## config.mk

```make
export PLATFORM = sky130hd
export DESIGN_NAME = dcra_host_end_flat
export DESIGN_NICKNAME = d
export VERILOG_FILES = /design/src/dcra_pkg.sv /design/src/dcra_if.sv /design/src/dcra_host_end.sv /design/src/flat_wrapper.sv
export SDC_FILE = /design/constraint.sdc
export NUM_CORES = 1
export LEC_CHECK = 0
export BUFFER_PORTS_ARGS = -buffer_cell sky130_fd_sc_hd__buf_2
export CAP_MARGIN = 25
export CORE_MARGIN = 5
export CORE_UTILIZATION = 30
export CTS_CLUSTER_SIZE = 14
export DETAILED_ROUTE_END_ITERATION = 6
export SYNTH_ARGS = -nofsm -noshare
export SYNTH_HDL_FRONTEND = slang
export SYNTH_SLANG_ARGS = --single-unit
export TNS_END_PERCENT = 20
```

## constraint.sdc

```tcl
create_clock -name ref_clk -period 9.9 [get_ports ref_clk]
set_clock_uncertainty 0.15 [all_clocks]
set_input_delay 1.98 -clock ref_clk [delete_from_list [all_inputs] [get_ports ref_clk]]
set_output_delay 1.98 -clock ref_clk [all_outputs]
set_load 0.01 [all_outputs]
```

## src/dcra_pkg.sv

```systemverilog
// Shared constants, types and helpers for the audio front end
// Summary of operation
// - Device detects clock ratio automatically, 128 to 768
// - Source gives over 256 fs at 128 fs
// - No 512 or 768 fs at 192 kHz
// - Power-on reset runs 1024-cycle initialization
// - Initialization restores default mode settings
// - Reset pin low 20 ns; rise starts init
// - Data sampled on bit clock rising edge
// - Word clock frequency-locked to system clock
// - Drift over 6 bit clocks: resync, mute
// - Format field selects RJ, I2S or LJ
// - Format defaults to 32-bit I2S
// - Samples are two's complement, MSB first
// - RJ/LJ: word clock high means left
// - I2S: word clock low means left
// - Bypass bit selects external filter mode
// - Stereo bit turns zero pins into data, in bypass mode only
package dcra_pkg;
    localparam int REF_CLK_MHZ  = 50;
    localparam int INIT_CYC     = 1024;
    localparam int RST_LOW_NS   = 20;
    localparam int RST_LOW_CYC  =
        (RST_LOW_NS * REF_CLK_MHZ + 999) / 1000 < 1 ? 1 :
        (RST_LOW_NS * REF_CLK_MHZ + 999) / 1000;
    // Margin for the three-stage pin filter in the device
    localparam int RST_HOLD_CYC = RST_LOW_CYC + 3;
    localparam int DRIFT_BCK    = 6;
    localparam int SLOTS_LOG2   = 6;
    localparam int RATIO_TOL    = 4;
    localparam int BCK_HALF_DEF = 2;

    localparam logic [2:0] FMT_RJ16 = 3'h0;
    localparam logic [2:0] FMT_RJ20 = 3'h1;
    localparam logic [2:0] FMT_RJ24 = 3'h2;
    localparam logic [2:0] FMT_I2S  = 3'h4;
    localparam logic [2:0] FMT_LJ   = 3'h5;
    localparam logic [2:0] FMT_RST  = FMT_I2S;

    localparam logic [3:0]  REG_CTRL = 4'h0;
    localparam logic [3:0]  REG_LEFT = 4'h4;
    localparam logic [3:0]  REG_RGHT = 4'h8;
    localparam logic [3:0]  REG_STAT = 4'hC;
    localparam int          CTRL_RUN = 0;
    localparam int          CTRL_FMT = 1;
    localparam int          CTRL_BYP = 4;
    localparam int          CTRL_STE = 5;
    localparam int          CTRL_RST = 8;
    localparam int          STAT_TKN = 0;
    localparam int          STAT_RBY = 1;
    localparam logic [31:0] CTRL_RST_VAL = 32'h0000_0008;
    localparam logic [1:0]  RESP_OK  = 2'h0;
    localparam logic [1:0]  RESP_ERR = 2'h2;

    typedef enum logic [1:0] {ST_INIT, ST_HUNT, ST_LOCK} dcra_sync_t;

    function automatic logic is_i2s(input logic [2:0] f);
        return f == FMT_I2S || f[2:1] == 2'b11;
    endfunction : is_i2s

    // Left shift that moves a right-justified word to the MSB
    function automatic logic [4:0] rj_shift(input logic [2:0] f);
        unique case (f)
            FMT_RJ16: return 5'h10;
            FMT_RJ20: return 5'h0C;
            FMT_RJ24: return 5'h08;
            default:  return 5'h00;
        endcase
    endfunction : rj_shift

    function automatic logic [11:0] absdiff(input logic [11:0] a,
                                            input logic [11:0] b);
        return a > b ? a - b : b - a;
    endfunction : absdiff

    // Code 0..5 for 128,192,256,384,512,768 fs; 7 when unknown
    function automatic logic [2:0] ratio_code(input logic [11:0] c);
        logic [2:0] r;
        r = 3'h7;
        if (absdiff(c, 12'h080) <= RATIO_TOL) r = 3'h0;
        if (absdiff(c, 12'h0C0) <= RATIO_TOL) r = 3'h1;
        if (absdiff(c, 12'h100) <= RATIO_TOL) r = 3'h2;
        if (absdiff(c, 12'h180) <= RATIO_TOL) r = 3'h3;
        if (absdiff(c, 12'h200) <= RATIO_TOL) r = 3'h4;
        if (absdiff(c, 12'h300) <= RATIO_TOL) r = 3'h5;
        return r;
    endfunction : ratio_code
endpackage : dcra_pkg

```

## src/dcra_if.sv

```systemverilog
// Serial audio link between source and converter front end
`timescale 1ns/1ps
interface dcra_if;
    logic rst_n;
    logic serial_bit_clk;
    logic lr_word_clk;
    logic audio_data;
    logic zl_dev_o;
    logic zl_dev_oe;
    logic zr_dev_o;
    logic zr_dev_oe;
    logic zl_host_o;
    logic zl_host_oe;
    logic zr_host_o;
    logic zr_host_oe;
    logic left_zero_flag;
    logic right_zero_flag;

    // Pin levels; an undriven pin reads low
    assign left_zero_flag  = zl_dev_oe ? zl_dev_o :
                             zl_host_oe ? zl_host_o : 1'b0;
    assign right_zero_flag = zr_dev_oe ? zr_dev_o :
                             zr_host_oe ? zr_host_o : 1'b0;

    modport dev (input rst_n, serial_bit_clk, lr_word_clk, audio_data,
                 left_zero_flag, right_zero_flag,
                 output zl_dev_o, zl_dev_oe, zr_dev_o, zr_dev_oe);
    modport host (output rst_n, serial_bit_clk, lr_word_clk, audio_data,
                  zl_host_o, zl_host_oe, zr_host_o, zr_host_oe,
                  input left_zero_flag, right_zero_flag);
endinterface : dcra_if

```

## src/dcra_host_end.sv

```systemverilog
// Source end: AXI4-Lite registers, bit clock divider, serializer
`timescale 1ns/1ps
module dcra_host_end import dcra_pkg::*; #(
    parameter int BCK_HALF = BCK_HALF_DEF  // Ref clocks per half bit
) (
    input  wire logic        ref_clk,       // System clock
    input  wire logic        srst,          // Sync reset
    dcra_if.host             lnk,           // Audio link
    input  wire logic [3:0]  s_axi_awaddr,  // Write address
    input  wire logic        s_axi_awvalid, // Write address valid
    output logic             s_axi_awready, // Write address ready
    input  wire logic [31:0] s_axi_wdata,   // Write data
    input  wire logic [3:0]  s_axi_wstrb,   // Byte enables
    input  wire logic        s_axi_wvalid,  // Write data valid
    output logic             s_axi_wready,  // Write data ready
    output logic      [1:0]  s_axi_bresp,   // Write response
    output logic             s_axi_bvalid,  // Write response valid
    input  wire logic        s_axi_bready,  // Write response ready
    input  wire logic [3:0]  s_axi_araddr,  // Read address
    input  wire logic        s_axi_arvalid, // Read address valid
    output logic             s_axi_arready, // Read address ready
    output logic      [31:0] s_axi_rdata,   // Read data
    output logic      [1:0]  s_axi_rresp,   // Read response
    output logic             s_axi_rvalid,  // Read data valid
    input  wire logic        s_axi_rready   // Read data ready
);
    if (BCK_HALF < 1 || BCK_HALF > 255) begin : g_chk
        $error("BCK_HALF out of range");
    end

    logic [31:0] ctrl_q;
    logic [31:0] left_q;
    logic [31:0] rght_q;
    logic        tkn_q;
    logic        aw_got_q;
    logic        w_got_q;
    logic [3:0]  aw_q;
    logic [31:0] wd_q;
    logic [3:0]  ws_q;
    logic        bvalid_q;
    logic [1:0]  bresp_q;
    logic        rvalid_q;
    logic [31:0] rdata_q;
    logic [1:0]  rresp_q;
    logic [3:0]  rcnt_q;
    logic [7:0]  div_q;
    logic        bck_q;
    logic [5:0]  slot_q;
    logic [31:0] shl_q;
    logic [31:0] shr_q;
    logic        lr_q;
    logic        dat_q;
    logic        zl_q;
    logic        zr_q;

    function automatic logic [31:0] merge(input logic [31:0] old,
                                          input logic [31:0] nw,
                                          input logic [3:0]  st);
        logic [31:0] m;
        m = old;
        for (int i = 0; i < 4; i++)
            if (st[i]) m[i*8 +: 8] = nw[i*8 +: 8];
        return m;
    endfunction : merge

    wire aw_hs  = s_axi_awvalid && s_axi_awready;
    wire w_hs   = s_axi_wvalid && s_axi_wready;
    wire do_wr  = aw_got_q && w_got_q && !bvalid_q;
    wire ar_hs  = s_axi_arvalid && s_axi_arready;
    wire wr_ok  = aw_q == REG_CTRL || aw_q == REG_LEFT ||
                  aw_q == REG_RGHT || aw_q == REG_STAT;
    wire wr_ctl = do_wr && aw_q == REG_CTRL;
    wire rst_go = wr_ctl && ws_q[1] && wd_q[CTRL_RST];
    wire run    = ctrl_q[CTRL_RUN];
    wire [2:0] fmt = ctrl_q[CTRL_FMT +: 3];
    wire byp    = ctrl_q[CTRL_BYP];
    wire ste    = ctrl_q[CTRL_STE];
    wire fall   = run && bck_q && div_q == 8'(BCK_HALF - 1);
    wire [5:0] nxt = slot_q + 6'h01;
    wire [5:0] eff = (is_i2s(fmt) && !byp) ? nxt - 6'h01 : nxt;
    wire [31:0] chw = eff[5] ? shr_q : shl_q;
    wire [31:0] pcm = 32'($signed(chw) >>> rj_shift(fmt));
    wire pcm_bit = pcm[~eff[4:0]];
    wire byp_bit = nxt[5] && shl_q[~nxt[4:0]];
    wire [31:0] stat_w = {30'h0, rcnt_q != 4'h0, tkn_q};

    assign s_axi_awready = !aw_got_q && !bvalid_q;
    assign s_axi_wready  = !w_got_q && !bvalid_q;
    assign s_axi_arready = !rvalid_q;

    always_ff @(posedge ref_clk) begin
        if (srst) begin
            aw_got_q <= 1'b0;
            w_got_q  <= 1'b0;
            aw_q     <= '0;
            wd_q     <= '0;
            ws_q     <= '0;
            bvalid_q <= 1'b0;
            bresp_q  <= RESP_OK;
            ctrl_q   <= CTRL_RST_VAL;
            left_q   <= '0;
            rght_q   <= '0;
        end else begin
            if (aw_hs) begin
                aw_got_q <= 1'b1;
                aw_q     <= s_axi_awaddr;
            end
            if (w_hs) begin
                w_got_q <= 1'b1;
                wd_q    <= s_axi_wdata;
                ws_q    <= s_axi_wstrb;
            end
            if (do_wr) begin
                aw_got_q <= 1'b0;
                w_got_q  <= 1'b0;
                bvalid_q <= 1'b1;
                bresp_q  <= wr_ok ? RESP_OK : RESP_ERR;
                if (aw_q == REG_LEFT)
                    left_q <= merge(left_q, wd_q, ws_q);
                if (aw_q == REG_RGHT)
                    rght_q <= merge(rght_q, wd_q, ws_q);
            end else if (bvalid_q && s_axi_bready) begin
                bvalid_q <= 1'b0;
            end
            // Reset request bit never stores
            if (wr_ctl)
                ctrl_q <= merge(ctrl_q, wd_q, ws_q) & ~(32'h1 << CTRL_RST);
        end
    end

    always_ff @(posedge ref_clk) begin
        if (srst) begin
            rvalid_q <= 1'b0;
            rdata_q  <= '0;
            rresp_q  <= RESP_OK;
        end else if (ar_hs) begin
            rvalid_q <= 1'b1;
            rresp_q  <= RESP_OK;
            unique case (s_axi_araddr)
                REG_CTRL: rdata_q <= ctrl_q;
                REG_LEFT: rdata_q <= left_q;
                REG_RGHT: rdata_q <= rght_q;
                REG_STAT: rdata_q <= stat_w;
                default: begin
                    rdata_q <= '0;
                    rresp_q <= RESP_ERR;
                end
            endcase
        end else if (rvalid_q && s_axi_rready) begin
            rvalid_q <= 1'b0;
        end
    end

    always_ff @(posedge ref_clk) begin
        if (srst || rst_go)
            rcnt_q <= 4'(RST_HOLD_CYC);
        else if (rcnt_q != 4'h0)
            rcnt_q <= rcnt_q - 4'h1;
    end

    always_ff @(posedge ref_clk) begin
        if (srst || !run) begin
            div_q <= '0;
            bck_q <= 1'b0;
        end else if (div_q == 8'(BCK_HALF - 1)) begin
            div_q <= '0;
            bck_q <= !bck_q;
        end else begin
            div_q <= div_q + 8'h01;
        end
    end

    always_ff @(posedge ref_clk) begin
        if (srst || !run) begin
            slot_q <= 6'h3F;
            lr_q   <= 1'b0;
            dat_q  <= 1'b0;
            zl_q   <= 1'b0;
            zr_q   <= 1'b0;
        end else if (fall) begin
            slot_q <= nxt;
            lr_q   <= (is_i2s(fmt) && !byp) ? nxt[5] : !nxt[5];
            dat_q  <= byp ? byp_bit : pcm_bit;
            zl_q   <= byp_bit;
            zr_q   <= nxt[5] && shr_q[~nxt[4:0]];
        end
    end

    // Shadows refresh while the other channel is on the wire
    always_ff @(posedge ref_clk) begin
        if (srst) begin
            shl_q <= '0;
            shr_q <= '0;
            tkn_q <= 1'b0;
        end else begin
            if (fall && nxt == 6'h3F)
                shl_q <= left_q;
            if (fall && nxt == 6'h1F)
                shr_q <= rght_q;
            // Set wins over a same-cycle clear
            if (fall && nxt == 6'h1F)
                tkn_q <= 1'b1;
            else if (do_wr && aw_q == REG_STAT && ws_q[0] &&
                     wd_q[STAT_TKN])
                tkn_q <= 1'b0;
        end
    end

    assign s_axi_bresp        = bresp_q;
    assign s_axi_bvalid       = bvalid_q;
    assign s_axi_rdata        = rdata_q;
    assign s_axi_rresp        = rresp_q;
    assign s_axi_rvalid       = rvalid_q;
    assign lnk.rst_n          = rcnt_q == 4'h0;
    assign lnk.serial_bit_clk = bck_q;
    assign lnk.lr_word_clk    = lr_q;
    assign lnk.audio_data     = dat_q;
    assign lnk.zl_host_o      = zl_q;
    assign lnk.zr_host_o      = zr_q;
    assign lnk.zl_host_oe     = byp && ste;
    assign lnk.zr_host_oe     = byp && ste;
endmodule : dcra_host_end

```

## src/flat_wrapper.sv

```systemverilog
// flat-port wrapper written by rule: the top's interface ports become plain ports
module dcra_host_end_flat import dcra_pkg::*;
#(
    parameter int BCK_HALF = BCK_HALF_DEF                            
)
  (ref_clk, srst, s_axi_awaddr, s_axi_awvalid, s_axi_awready, s_axi_wdata, s_axi_wstrb, s_axi_wvalid, s_axi_wready, s_axi_bresp, s_axi_bvalid, s_axi_bready, s_axi_araddr, s_axi_arvalid, s_axi_arready, s_axi_rdata, s_axi_rresp, s_axi_rvalid, s_axi_rready, lnk_rst_n, lnk_serial_bit_clk, lnk_lr_word_clk, lnk_audio_data, lnk_zl_host_o, lnk_zl_host_oe, lnk_zr_host_o, lnk_zr_host_oe);
  dcra_if lnk_i ();
  input  wire logic ref_clk;
  input  wire logic srst;
  input  wire logic [3:0] s_axi_awaddr;
  input  wire logic s_axi_awvalid;
  output logic s_axi_awready;
  input  wire logic [31:0] s_axi_wdata;
  input  wire logic [3:0] s_axi_wstrb;
  input  wire logic s_axi_wvalid;
  output logic s_axi_wready;
  output logic      [1:0] s_axi_bresp;
  output logic s_axi_bvalid;
  input  wire logic s_axi_bready;
  input  wire logic [3:0] s_axi_araddr;
  input  wire logic s_axi_arvalid;
  output logic s_axi_arready;
  output logic      [31:0] s_axi_rdata;
  output logic      [1:0] s_axi_rresp;
  output logic s_axi_rvalid;
  input  wire logic s_axi_rready;
  output wire logic [$bits(lnk_i.rst_n)-1:0] lnk_rst_n;
  output wire logic [$bits(lnk_i.serial_bit_clk)-1:0] lnk_serial_bit_clk;
  output wire logic [$bits(lnk_i.lr_word_clk)-1:0] lnk_lr_word_clk;
  output wire logic [$bits(lnk_i.audio_data)-1:0] lnk_audio_data;
  output wire logic [$bits(lnk_i.zl_host_o)-1:0] lnk_zl_host_o;
  output wire logic [$bits(lnk_i.zl_host_oe)-1:0] lnk_zl_host_oe;
  output wire logic [$bits(lnk_i.zr_host_o)-1:0] lnk_zr_host_o;
  output wire logic [$bits(lnk_i.zr_host_oe)-1:0] lnk_zr_host_oe;
  assign lnk_rst_n = lnk_i.rst_n;
  assign lnk_serial_bit_clk = lnk_i.serial_bit_clk;
  assign lnk_lr_word_clk = lnk_i.lr_word_clk;
  assign lnk_audio_data = lnk_i.audio_data;
  assign lnk_zl_host_o = lnk_i.zl_host_o;
  assign lnk_zl_host_oe = lnk_i.zl_host_oe;
  assign lnk_zr_host_o = lnk_i.zr_host_o;
  assign lnk_zr_host_oe = lnk_i.zr_host_oe;
  dcra_host_end #(.BCK_HALF(BCK_HALF)) u_core (.ref_clk(ref_clk), .srst(srst), .lnk(lnk_i), .s_axi_awaddr(s_axi_awaddr), .s_axi_awvalid(s_axi_awvalid), .s_axi_awready(s_axi_awready), .s_axi_wdata(s_axi_wdata), .s_axi_wstrb(s_axi_wstrb), .s_axi_wvalid(s_axi_wvalid), .s_axi_wready(s_axi_wready), .s_axi_bresp(s_axi_bresp), .s_axi_bvalid(s_axi_bvalid), .s_axi_bready(s_axi_bready), .s_axi_araddr(s_axi_araddr), .s_axi_arvalid(s_axi_arvalid), .s_axi_arready(s_axi_arready), .s_axi_rdata(s_axi_rdata), .s_axi_rresp(s_axi_rresp), .s_axi_rvalid(s_axi_rvalid), .s_axi_rready(s_axi_rready));
endmodule
```

== Yosys cells after proc, flatten, opt, wreduce, memory -nomap -nowiden ==
Index checks and enable logic that the tools add are counted.
Word-level totals
  logic and storage cells: 135
  input bits: 51
  flip-flop bits (word level): 263
  output and inout port bits: 49
Cells by class
  equality and inequality tests: 13
  shift operators: 1
  order comparisons: 2
  bitwise gates (word level): 2
  add/subtract/negate cells: 4
  multiplexer cells: 20
  reductions and logical operators: 60
Operators with widths (count)
  case mux 32 bit (4 select lines): 1
  2-to-1 mux 32 bit: 1
  >>> shifter 32 x 5 -> 32 bit: 1
  AND reduction 3 bit: 8
  logical AND 1 bit: 23
  == test 4 bit, second input constant: 4
  binary-select mux 1 bit (select 5 bit): 3
  case mux 5 bit (3 select lines): 1
  zero test 4 bit: 3
  less-than comparator 5 x 6 -> 1 bit, second input constant: 2
  2-to-1 mux 1 bit: 11
  NOT 5 bit: 2
  adder 8 x 1 -> 8 bit, second input constant: 1
  == test 4 x 3 -> 1 bit, second input constant: 2
  == test 8 x 1 -> 1 bit, second input constant: 1
  zero test 1 bit: 8
  AND reduction 2 bit: 4
  adder 6 x 1 -> 6 bit, second input constant: 1
  == test 6 x 5 -> 1 bit, second input constant: 1
  == test 6 bit, second input constant: 1
  logical OR 1 bit: 6
  2-to-1 mux 6 bit: 1
  nonzero test 2 bit: 3
  subtractor 6 x 1 -> 6 bit, second input constant: 1
  10 further kinds: 12

== Depth between registers and ports, before layout ==
Gate-level depths: netlist of the first run.
  depth in word-level cells: 9
  gate-level depth with buffers: 16
  gate-level depth less buffers: 13

== Worst setup path after synthesis of the first run ==
OpenSTA, ideal clock, no wires.
  path kind: input -> register
  start point: input port s_axi_araddr[3]
  end point: register u_core.rdata_q[14] (netlist: u_core.s_axi_rdata[14])
  path slack: 6.376 ns
  data required time: 9.622 ns
  stages: 6
  arrival: 3.247 ns
  buffers on the path: 2
  setup time: 0.128 ns
  cells stage by stage: clkbuf_1 buf_1 mux2i_1 o21ai_0 a22oi_1 nor2_1
Between the ends
  longest elaborated chain between the ends: 2
  elaborated cells between the ends (all ways): 5
  classes of those cells: 3 x eq/ne; 1 x mux; 1 x reduce/logical
Ends and longest elaborated chain
  start, declared: RTL line flat_wrapper.sv:20  | input wire logic [3:0] s_axi_araddr;
  == test 4 bit (tied with other cells): RTL line dcra_host_end.sv:139  | unique case (s_axi_araddr)
  case mux 32 bit (4 select lines) (*): RTL line dcra_host_end.sv:139
  end signal, assigned: RTL line dcra_host_end.sv:140  | REG_CTRL: rdata_q <= ctrl_q;
  end signal, assigned: RTL line dcra_host_end.sv:141  | REG_LEFT: rdata_q <= left_q;
  end signal, assigned: RTL line dcra_host_end.sv:142  | REG_RGHT: rdata_q <= rght_q;
  end, declared: RTL line dcra_host_end.sv:43  | logic [31:0] rdata_q;
Every way passes the cells marked *; elsewhere a longest branch is shown, timed or not.
A chain may end at the register's enable or synchronous reset.

== Worst setup path after layout of the first run ==
  start point: register u_core.slot_q[0]
  end point: register u_core.dat_q (netlist: u_core.lnk.audio_data)
Between the ends
  longest elaborated chain between the ends: 8
  elaborated cells between the ends (all ways): 13
  classes of those cells: 2 x add/sub; 1 x shift; 7 x mux; 2 x bitwise; 1 x reduce/logical
Ends and longest elaborated chain
  start, declared: RTL line dcra_host_end.sv:48  | logic [5:0] slot_q;
  start signal, assigned: RTL line dcra_host_end.sv:181  | slot_q <= nxt;
  adder 6 x 1 -> 6 bit (*): RTL line dcra_host_end.sv:79  | wire [5:0] nxt = slot_q + 6'h01;
  via u_core.nxt[0]: RTL line dcra_host_end.sv:79
  subtractor 6 x 1 -> 6 bit: RTL line dcra_host_end.sv:80  | wire [5:0] eff = (is_i2s(fmt) && !byp) ? nxt - 6'h01 : nxt;
  2-to-1 mux 6 bit: RTL line dcra_host_end.sv:80
  2-to-1 mux 32 bit: RTL line dcra_host_end.sv:81  | wire [31:0] chw = eff[5] ? shr_q : shl_q;
  >>> shifter 32 x 5 -> 32 bit: RTL line dcra_host_end.sv:82  | wire [31:0] pcm = 32'($signed(chw) >>> rj_shift(fmt));
  binary-select mux 1 bit (select 5 bit): RTL line dcra_host_end.sv:83  | wire pcm_bit = pcm[~eff[4:0]];
  2-to-1 mux 1 bit (not written as such): RTL line dcra_host_end.sv:83
  2-to-1 mux 1 bit (*): RTL line dcra_host_end.sv:183  | dat_q <= byp ? byp_bit : pcm_bit;
  end signal, assigned: RTL line dcra_host_end.sv:183
  end, declared: RTL line dcra_host_end.sv:52  | logic dat_q;
Mark *: on every way through the listed nets, which the timed path passes. The rest lies on a longest branch. The select of a mux whose other input is x is not followed.

==> metrics.csv, run 1 <==
metric,value,unit
Mapped Cells,1491,
clk sink count,261,
# rows,73,
layout cells sized above 1,0.1470,
Sw Share,0.2297,
hold_sp,u_core.ctrl_q[14]$_SDFFE_PP0P_,
global placer's final weighted congestion,0.8863,
vias in the first global route,10119,
Lkg Pwr,4.977,nW
gr ovfl total,0,
Ports,100,
Die Width,211.2,um
Pwr per Cell Area,160.7,nW/um^2
post-synth top area cell,dfxtp_1,
most frequent cells in the layout,"nand2_1 (383), dfxtp_1 (261), a21oi_1 (211)",
routed vias,10705,
path depth of the worst reg2reg path,15,
fin crit share,0.5025,
Worst VDD drop,0.1281,mV
cell family contributing the most delay on the critical path,compound AO/OA/AOI/OAI gates,
detailed-routing wirelength on met1,16900,um
flop-to-flop setup slack,4.93,ns
Post-synth EDFFs,0,
DRC violation total after the first TritonRoute iteration,845,
n_diodes,0,
Buf/Inv on CP,3,
critical path required time,10.18,ns
"critical path fanouts, max",37,
Vias/cell,5.174,
most frequent CP cell,buf_4,
Crit path largest cell delay,0.95,ns
"Clk Latency, worst-skew pair",0.54,ns
Hold Buf Count CTS,0,
total power,2.235,mW
WL final,35690,um
post-CTS resize count,0,
Die H,211.2,um
Yosys warning count,0,
Achievable Freq,201.0,MHz
die area,44600,sq um
Pre-Repair DR Iteration Count,5,
Crit Path Class,flip-flop to flip-flop,
CP max-delay cell,ha_1,
htree depth,1,
Fin. Hold Viols,0,
Slew Limit Fails,0,
remaining antenna violation count,0,
Syn Area/Cell,8.145,sq um
largest net degree at the start of global routing,94,
worst r2r src,u_core.slot_q[0]$_SDFFE_PP1P_,
critical-path cell list,"buf_4, inv_1, ha_1, nand2_1, nor4b_1, and3_4, xnor2_4, buf_4, mux2_2, a221oi_1, a22o_1, o221ai_1, o311ai_1, o2111a_1, a21oi_1",
Clock Power Share,0.455,
Post-Layout Cell Count,2069,
CTS root buf,clkbuf_16,
switching pwr,513.5,uW
register clock-pin slew on the reported worst setup and hold paths,0.07,ns
met2 WL,16230,um
Max Used Layer,met4,
Reg power frac,0.490,
Seq cells post-synth,261,
"most common cell after layout, fill and taps aside",nand2_1,
status,finished clean,
ys async rst share,0,
"Seq/Total Area, Yosys",0.4302,
Post-CTS Setup Bufs,0,
internal power,1.722,mW
ranking of synthesized cells by area,"dfxtp_1 (43%), nand2_1 (12%), a21oi_1 (8.7%)",
R2R Path End,u_core.lnk.audio_data$_SDFFE_PP0P_,
first-pass GRT wire length,57300,um
Most used DFF post-synth,dfxtp_1,
Hold EP,u_core.ctrl_q[14]$_SDFFE_PP0P_,
Clock Tree Buf Depth,3,
post-layout net count,1583,
distinct cell type count of the synthesized netlist,66,
hpwl dp,24990,um
Initial Util,0.3043,
CTS tree,built,
Tmin final,4.975,ns
GRT Overall Usage,0.1549,
Combinational Power Share,0.056,
Port Buffers,97,
Slew headroom,0.3541,
cell total after placement,2024,
CP endpoint kind,flip-flop,
WHS Path Cells,2,
setup violators final,0,
max-cap viol count,0,
synthesized cell area,12140,sq um
post-synth top area share,0.4302,
antenna violations before repair,0,
Crit path arrival time,5.25,ns
met3 wire length,1877,um
Num CTS Buffers,26,
TNS Setup,0,ns
post-route core utilization,0.3484,
Critical Path Start Type,flip-flop,
Least-Margin Pin Slew,0.9619,ns
# DRC,0,
Synth-to-Final Area Change,14.50,%
RSZ-0062 raised after global routing,false,
min-delay worst type,flip-flop to flip-flop,
WL/cell,17.25,um
core box area,39910,sq um
[registers in the layout, indices dropped and copies added, names as in the netlist, 4 cells and up]
| name | cells |
|---|---|
| u_core.ctrl_q | 31 |
| u_core.aw_q | 4 |
| u_core.rght_q | 32 |
| u_core.left_q | 32 |
| u_core.shl_q | 32 |
| u_core.rcnt_q | 4 |
| u_core.s_axi_rdata | 32 |
| u_core.shr_q | 32 |
| u_core.wd_q | 32 |
| u_core.ws_q | 4 |
| u_core.div_q | 8 |
| u_core.slot_q | 6 |
[metal layers]
| metal | vias to the layer above | global-route usage |
|---|---|---|
| met5 | - | 0 |
| met4 | 0 | 0.03734 |
| met3 | 45 | 0.02451 |
| met2 | 281 | 0.2426 |
| met1 | 5123 | 0.2242 |
| li1 | 5256 | - |
[power groups by stage]
stage	sequential (mW)	combinational, mW	clock (mW)
2_1_floorplan	1.11	0.0905	0
3_3_place_gp	1.12	0.123	0
3_5_place_dp	1.12	0.125	0
4_1_cts	1.09	0.126	1.04
5_1_grt	1.10	0.139	1.08
6_report	1.09	0.124	1.02
[logic make-up after synthesis]
group,Yosys count,synth area share
AO/OA/AOI/OAI,349,0.1678
XOR/XNOR,25,0.02019
adder cells (fa/ha/maj),5,0.005151
buffers and inverters,122,0.04193
flip-flops,261,0.4302
multiplexers,97,0.1105
other,1,0.0003088
AND/OR/NAND/NOR,631,0.2238
[cell type report]
type | instances | area (sq um)
multi-input combinational | 1109 | 6440
sequential | 261 | 5225
clock buffer | 42 | 812.0
inverter | 8 | 30.03
fill | 4210 | 26010
timing repair buffer | 121 | 671.9
tap | 525 | 656.9
clock inverter | 3 | 68.82
[stage by stage]
step           area [sq um]  hold WS, ns  setup WS (ns)
4_1_cts               13900       0.3042          4.924
5_1_grt               13900       0.3132          4.524
3_3_place_gp          13020       0.2932          5.027
3_5_place_dp          13020       0.2958          4.944
2_1_floorplan         12150       0.2857          6.376
6_report              13900       0.3040          4.925
[Yosys cell counts (7+ instances only)]
| cell | count |
|---|---|
| nand2_1 | 383 |
| buf_2 | 11 |
| inv_1 | 8 |
| a22oi_1 | 33 |
| clkbuf_1 | 92 |
| a211oi_1 | 9 |
| nand2b_1 | 7 |
| dfxtp_1 | 261 |
| a21oi_1 | 211 |
| mux4_2 | 28 |
| nand3_1 | 110 |
| xnor2_1 | 13 |
| mux2_2 | 13 |
| mux2i_1 | 55 |
| nor3_1 | 16 |
| o21ai_0 | 42 |
| nor2_1 | 74 |
| xor2_1 | 10 |
[worst max-delay path by stage]
stage	endpoint	from	slack, ns	depth (start not counted)
after global routing	u_core.lnk.audio_data$_SDFFE_PP0P_	u_core.slot_q[0]$_SDFFE_PP1P_	4.52	15
after CTS	u_core.lnk.audio_data$_SDFFE_PP0P_	u_core.slot_q[0]$_SDFFE_PP1P_	4.92	15
final	u_core.lnk.audio_data$_SDFFE_PP0P_	u_core.slot_q[0]$_SDFFE_PP1P_	4.93	15
after floorplan	u_core.s_axi_rdata[14]$_SDFFE_PP0P_	s_axi_araddr[3]	6.38	6
after detailed placement	u_core.lnk.audio_data$_SDFFE_PP0P_	u_core.slot_q[0]$_SDFFE_PP1P_	4.94	15
after global placement	u_core.lnk.audio_data$_SDFFE_PP0P_	u_core.slot_q[0]$_SDFFE_PP1P_	5.03	15
[worst reg2reg max path: stages, from the launching register on]
cell	delay (ns)
dfxtp_1	0.32
buf_4	0.35
inv_1	0.15
ha_1	0.95
nand2_1	0.17
nor4b_1	0.38
and3_4	0.28
xnor2_4	0.11
buf_4	0.45
mux2_2	0.47
a221oi_1	0.33
a22o_1	0.23
o221ai_1	0.13
o311ai_1	0.11
o2111a_1	0.23
a21oi_1	0.06
(Power assumes the default switching activity.)
==> run 2, diff against run 1 <==
==> constraint.sdc (replaced) <==
create_clock -name ref_clk -period 4.3 [get_ports ref_clk]
set_clock_uncertainty 0.15 [all_clocks]
set_input_delay 0.86 -clock ref_clk [delete_from_list [all_inputs] [get_ports ref_clk]]
set_output_delay 0.86 -clock ref_clk [all_outputs]
set_load 0.01 [all_outputs]
==> run 2 against run 1 <==
Net effect: routed wire length rose by 2.8%; critical path depth decreased by 1; fmax up 26%; power is 140% higher; register-to-register slack got worse by 4.6 ns; cell count increased by 0.82%; largest power group unchanged; first-iteration DRC count grew 17%; sequential share of layout area decreased by 0.55 points.
==> metrics.csv, run 2 (synthesized netlist as in run 1, its figures left out) <==
metric,value,unit,change
hold_ws,0.3050,ns,+0.0009620 ns
CTS root buf,clkbuf_16,,
WL final,36690,um,+2.8%
"Clk Latency, worst-skew pair",0.55,ns,about the same
n_diodes,0,,unchanged
setup violators final,0,,unchanged
Vias/cell,5.211,,+0.71%
htree depth,1,,unchanged
internal power,4.045,mW,+130%
antenna violations before repair,0,,unchanged
status,finished clean,,
Combinational Power Share,0.055,,about the same
layout cells sized above 1,0.1563,,+0.009289
TNS Setup,0,ns,unchanged
Post-CTS Setup Bufs,0,,unchanged
Slew Limit Fails,0,,unchanged
# DRC,0,,unchanged
Worst VDD drop,0.2727,mV,+110%
Crit path arrival time,4.22,ns,-1.03 ns
DP Area,13140,sq um,+0.90%
WL/cell,17.59,um,+1.9%
Crit Path Class,flip-flop to flip-flop,,
Clock Tree Buf Depth,3,,unchanged
post-route core utilization,0.3535,,+0.005141
Reg power frac,0.478,,-0.012
remaining antenna violation count,0,,unchanged
Tmin final,3.938,ns,-1.037 ns
Lkg Pwr,5.079,nW,+2.0%
CP endpoint kind,flip-flop,,
Ports,100,,unchanged
most frequent CP cell,mux2i_1,,
Hold Buf Count CTS,0,,unchanged
Port Buffers,97,,unchanged
Achievable Freq,253.9,MHz,+26%
register clock-pin slew on the reported worst setup and hold paths,0.06,ns,about the same
Die H,211.2,um,unchanged
first-pass GRT wire length,58730,um,+2.5%
global placer's final weighted congestion,0.9551,,+7.8%
DRC violation total after the first TritonRoute iteration,987,,+17%
min-delay worst type,flip-flop to flip-flop,,
Initial Util,0.3043,,unchanged
final instance area,14110,sq um,+1.5%
Synth-to-Final Area Change,16.19,%,
RSZ-0062 raised after global routing,false,,
post-layout net count,1595,,+0.76%
CTS tree,built,,
max-cap viol count,0,,unchanged
Pre-Repair DR Iteration Count,5,,unchanged
GRT Overall Usage,0.1591,,+0.004201
fin crit share,0.9158,,+0.4133
cell family contributing the most delay on the critical path,compound AO/OA/AOI/OAI gates,,
post-CTS resize count,0,,unchanged
CP max-delay cell,dfxtp_1,,
most frequent cells in the layout,"nand2_1 (383), dfxtp_1 (261), a21oi_1 (211)",,
Least-Margin Pin Slew,0.9512,ns,-0.01071 ns
switching pwr,1.227,mW,+140%
Sw Share,0.2327,,+0.002948
Fin. Hold Viols,0,,unchanged
Pwr per Cell Area,373.6,nW/um^2,+130%
hpwl dp,25900,um,+3.7%
die area,44600,sq um,unchanged
critical path required time,4.58,ns,-5.60 ns
clk sink count,261,,unchanged
critical-path cell list,"inv_1, ha_1, nand2_1, nor4b_1, and3_4, xnor2_4, buf_12, mux2i_1, mux2i_1, a221oi_1, o221ai_1, o311ai_1, o2111a_1, a21oi_1",,
Buf/Inv on CP,2,,-1
routed vias,10870,,+1.5%
core box area,39910,sq um,unchanged
# rows,73,,unchanged
Crit path largest cell delay,0.52,ns,-0.43 ns
"critical path fanouts, max",37,,unchanged
Clock Power Share,0.467,,+0.012
Critical Path Start Type,flip-flop,,
gr ovfl total,0,,unchanged
Slew headroom,0.3650,,+0.01088
"most common cell after layout, fill and taps aside",nand2_1,,
Die Width,211.2,um,unchanged
vias in the first global route,10471,,+3.5%
Num CTS Buffers,28,,+7.7%
largest net degree at the start of global routing,168,,+79%
-- run 2: power groups by stage --
stage / clock network, mW / registers, mW / logic (mW)
2_1_floorplan: 0 / 2.55 / 0.208
3_3_place_gp: 0 / 2.57 / 0.286
3_5_place_dp: 0 / 2.57 / 0.293
4_1_cts: 2.52 / 2.52 / 0.294
5_1_grt: 2.61 / 2.53 / 0.330
6_report: 2.46 / 2.52 / 0.292
-- run 2: worst paths after layout --
| kind | start | end | slack (ns) | cells after the start |
|---|---|---|---|---|
| worst min register to register | u_core.ctrl_q[14]$_SDFFE_PP0P_ | u_core.ctrl_q[14]$_SDFFE_PP0P_ | 0.30 | 2 |
| worst max register to register | u_core.slot_q[0]$_SDFFE_PP1P_ | u_core.lnk.audio_data$_SDFFE_PP0P_ | 0.36 | 14 |
| worst max-delay path | u_core.slot_q[0]$_SDFFE_PP1P_ | u_core.lnk.audio_data$_SDFFE_PP0P_ | 0.36 | 14 |
| worst min-delay path | u_core.ctrl_q[14]$_SDFFE_PP0P_ | u_core.ctrl_q[14]$_SDFFE_PP0P_ | 0.30 | 2 |
-- run 2: worst reg2reg max path: stages, from the launching register on --
cell,delay [ns]
dfxtp_1,0.52
inv_1,0.14
ha_1,0.33
nand2_1,0.08
nor4b_1,0.39
and3_4,0.29
xnor2_4,0.13
buf_12,0.24
mux2i_1,0.38
mux2i_1,0.22
a221oi_1,0.37
o221ai_1,0.20
o311ai_1,0.11
o2111a_1,0.22
a21oi_1,0.06
-- run 2: layer usage --
metal	vias to the layer above	routed length, um	GRT usage
met5	-	0	0
met2	307	16730	0.2530
li1	5288	-	-
met4	0	825	0.04181
met3	58	1905	0.02228
met1	5217	17230	0.2275
-- run 2: final cells by class --
type | instances | area (sq um)
Tap cell | 525 | 656.9
Multi-Input combinational cell | 1109 | 6440
Inverter | 8 | 30.03
Sequential cell | 261 | 5225
Timing Repair Buffer | 131 | 797.0
Clock inverter | 9 | 112.6
Fill cell | 4142 | 25800
Clock buffer | 43 | 848.3
-- run 2: per-stage QoR --
stage,power (mW),instances,setup WS [ns]
6_report,5.271,2086,0.3619
5_1_grt,5.467,2086,0.1942
4_1_cts,5.331,2085,0.4384
3_5_place_dp,2.865,2033,0.4570
3_3_place_gp,2.856,2033,0.5869
2_1_floorplan,2.754,1492,0.8872
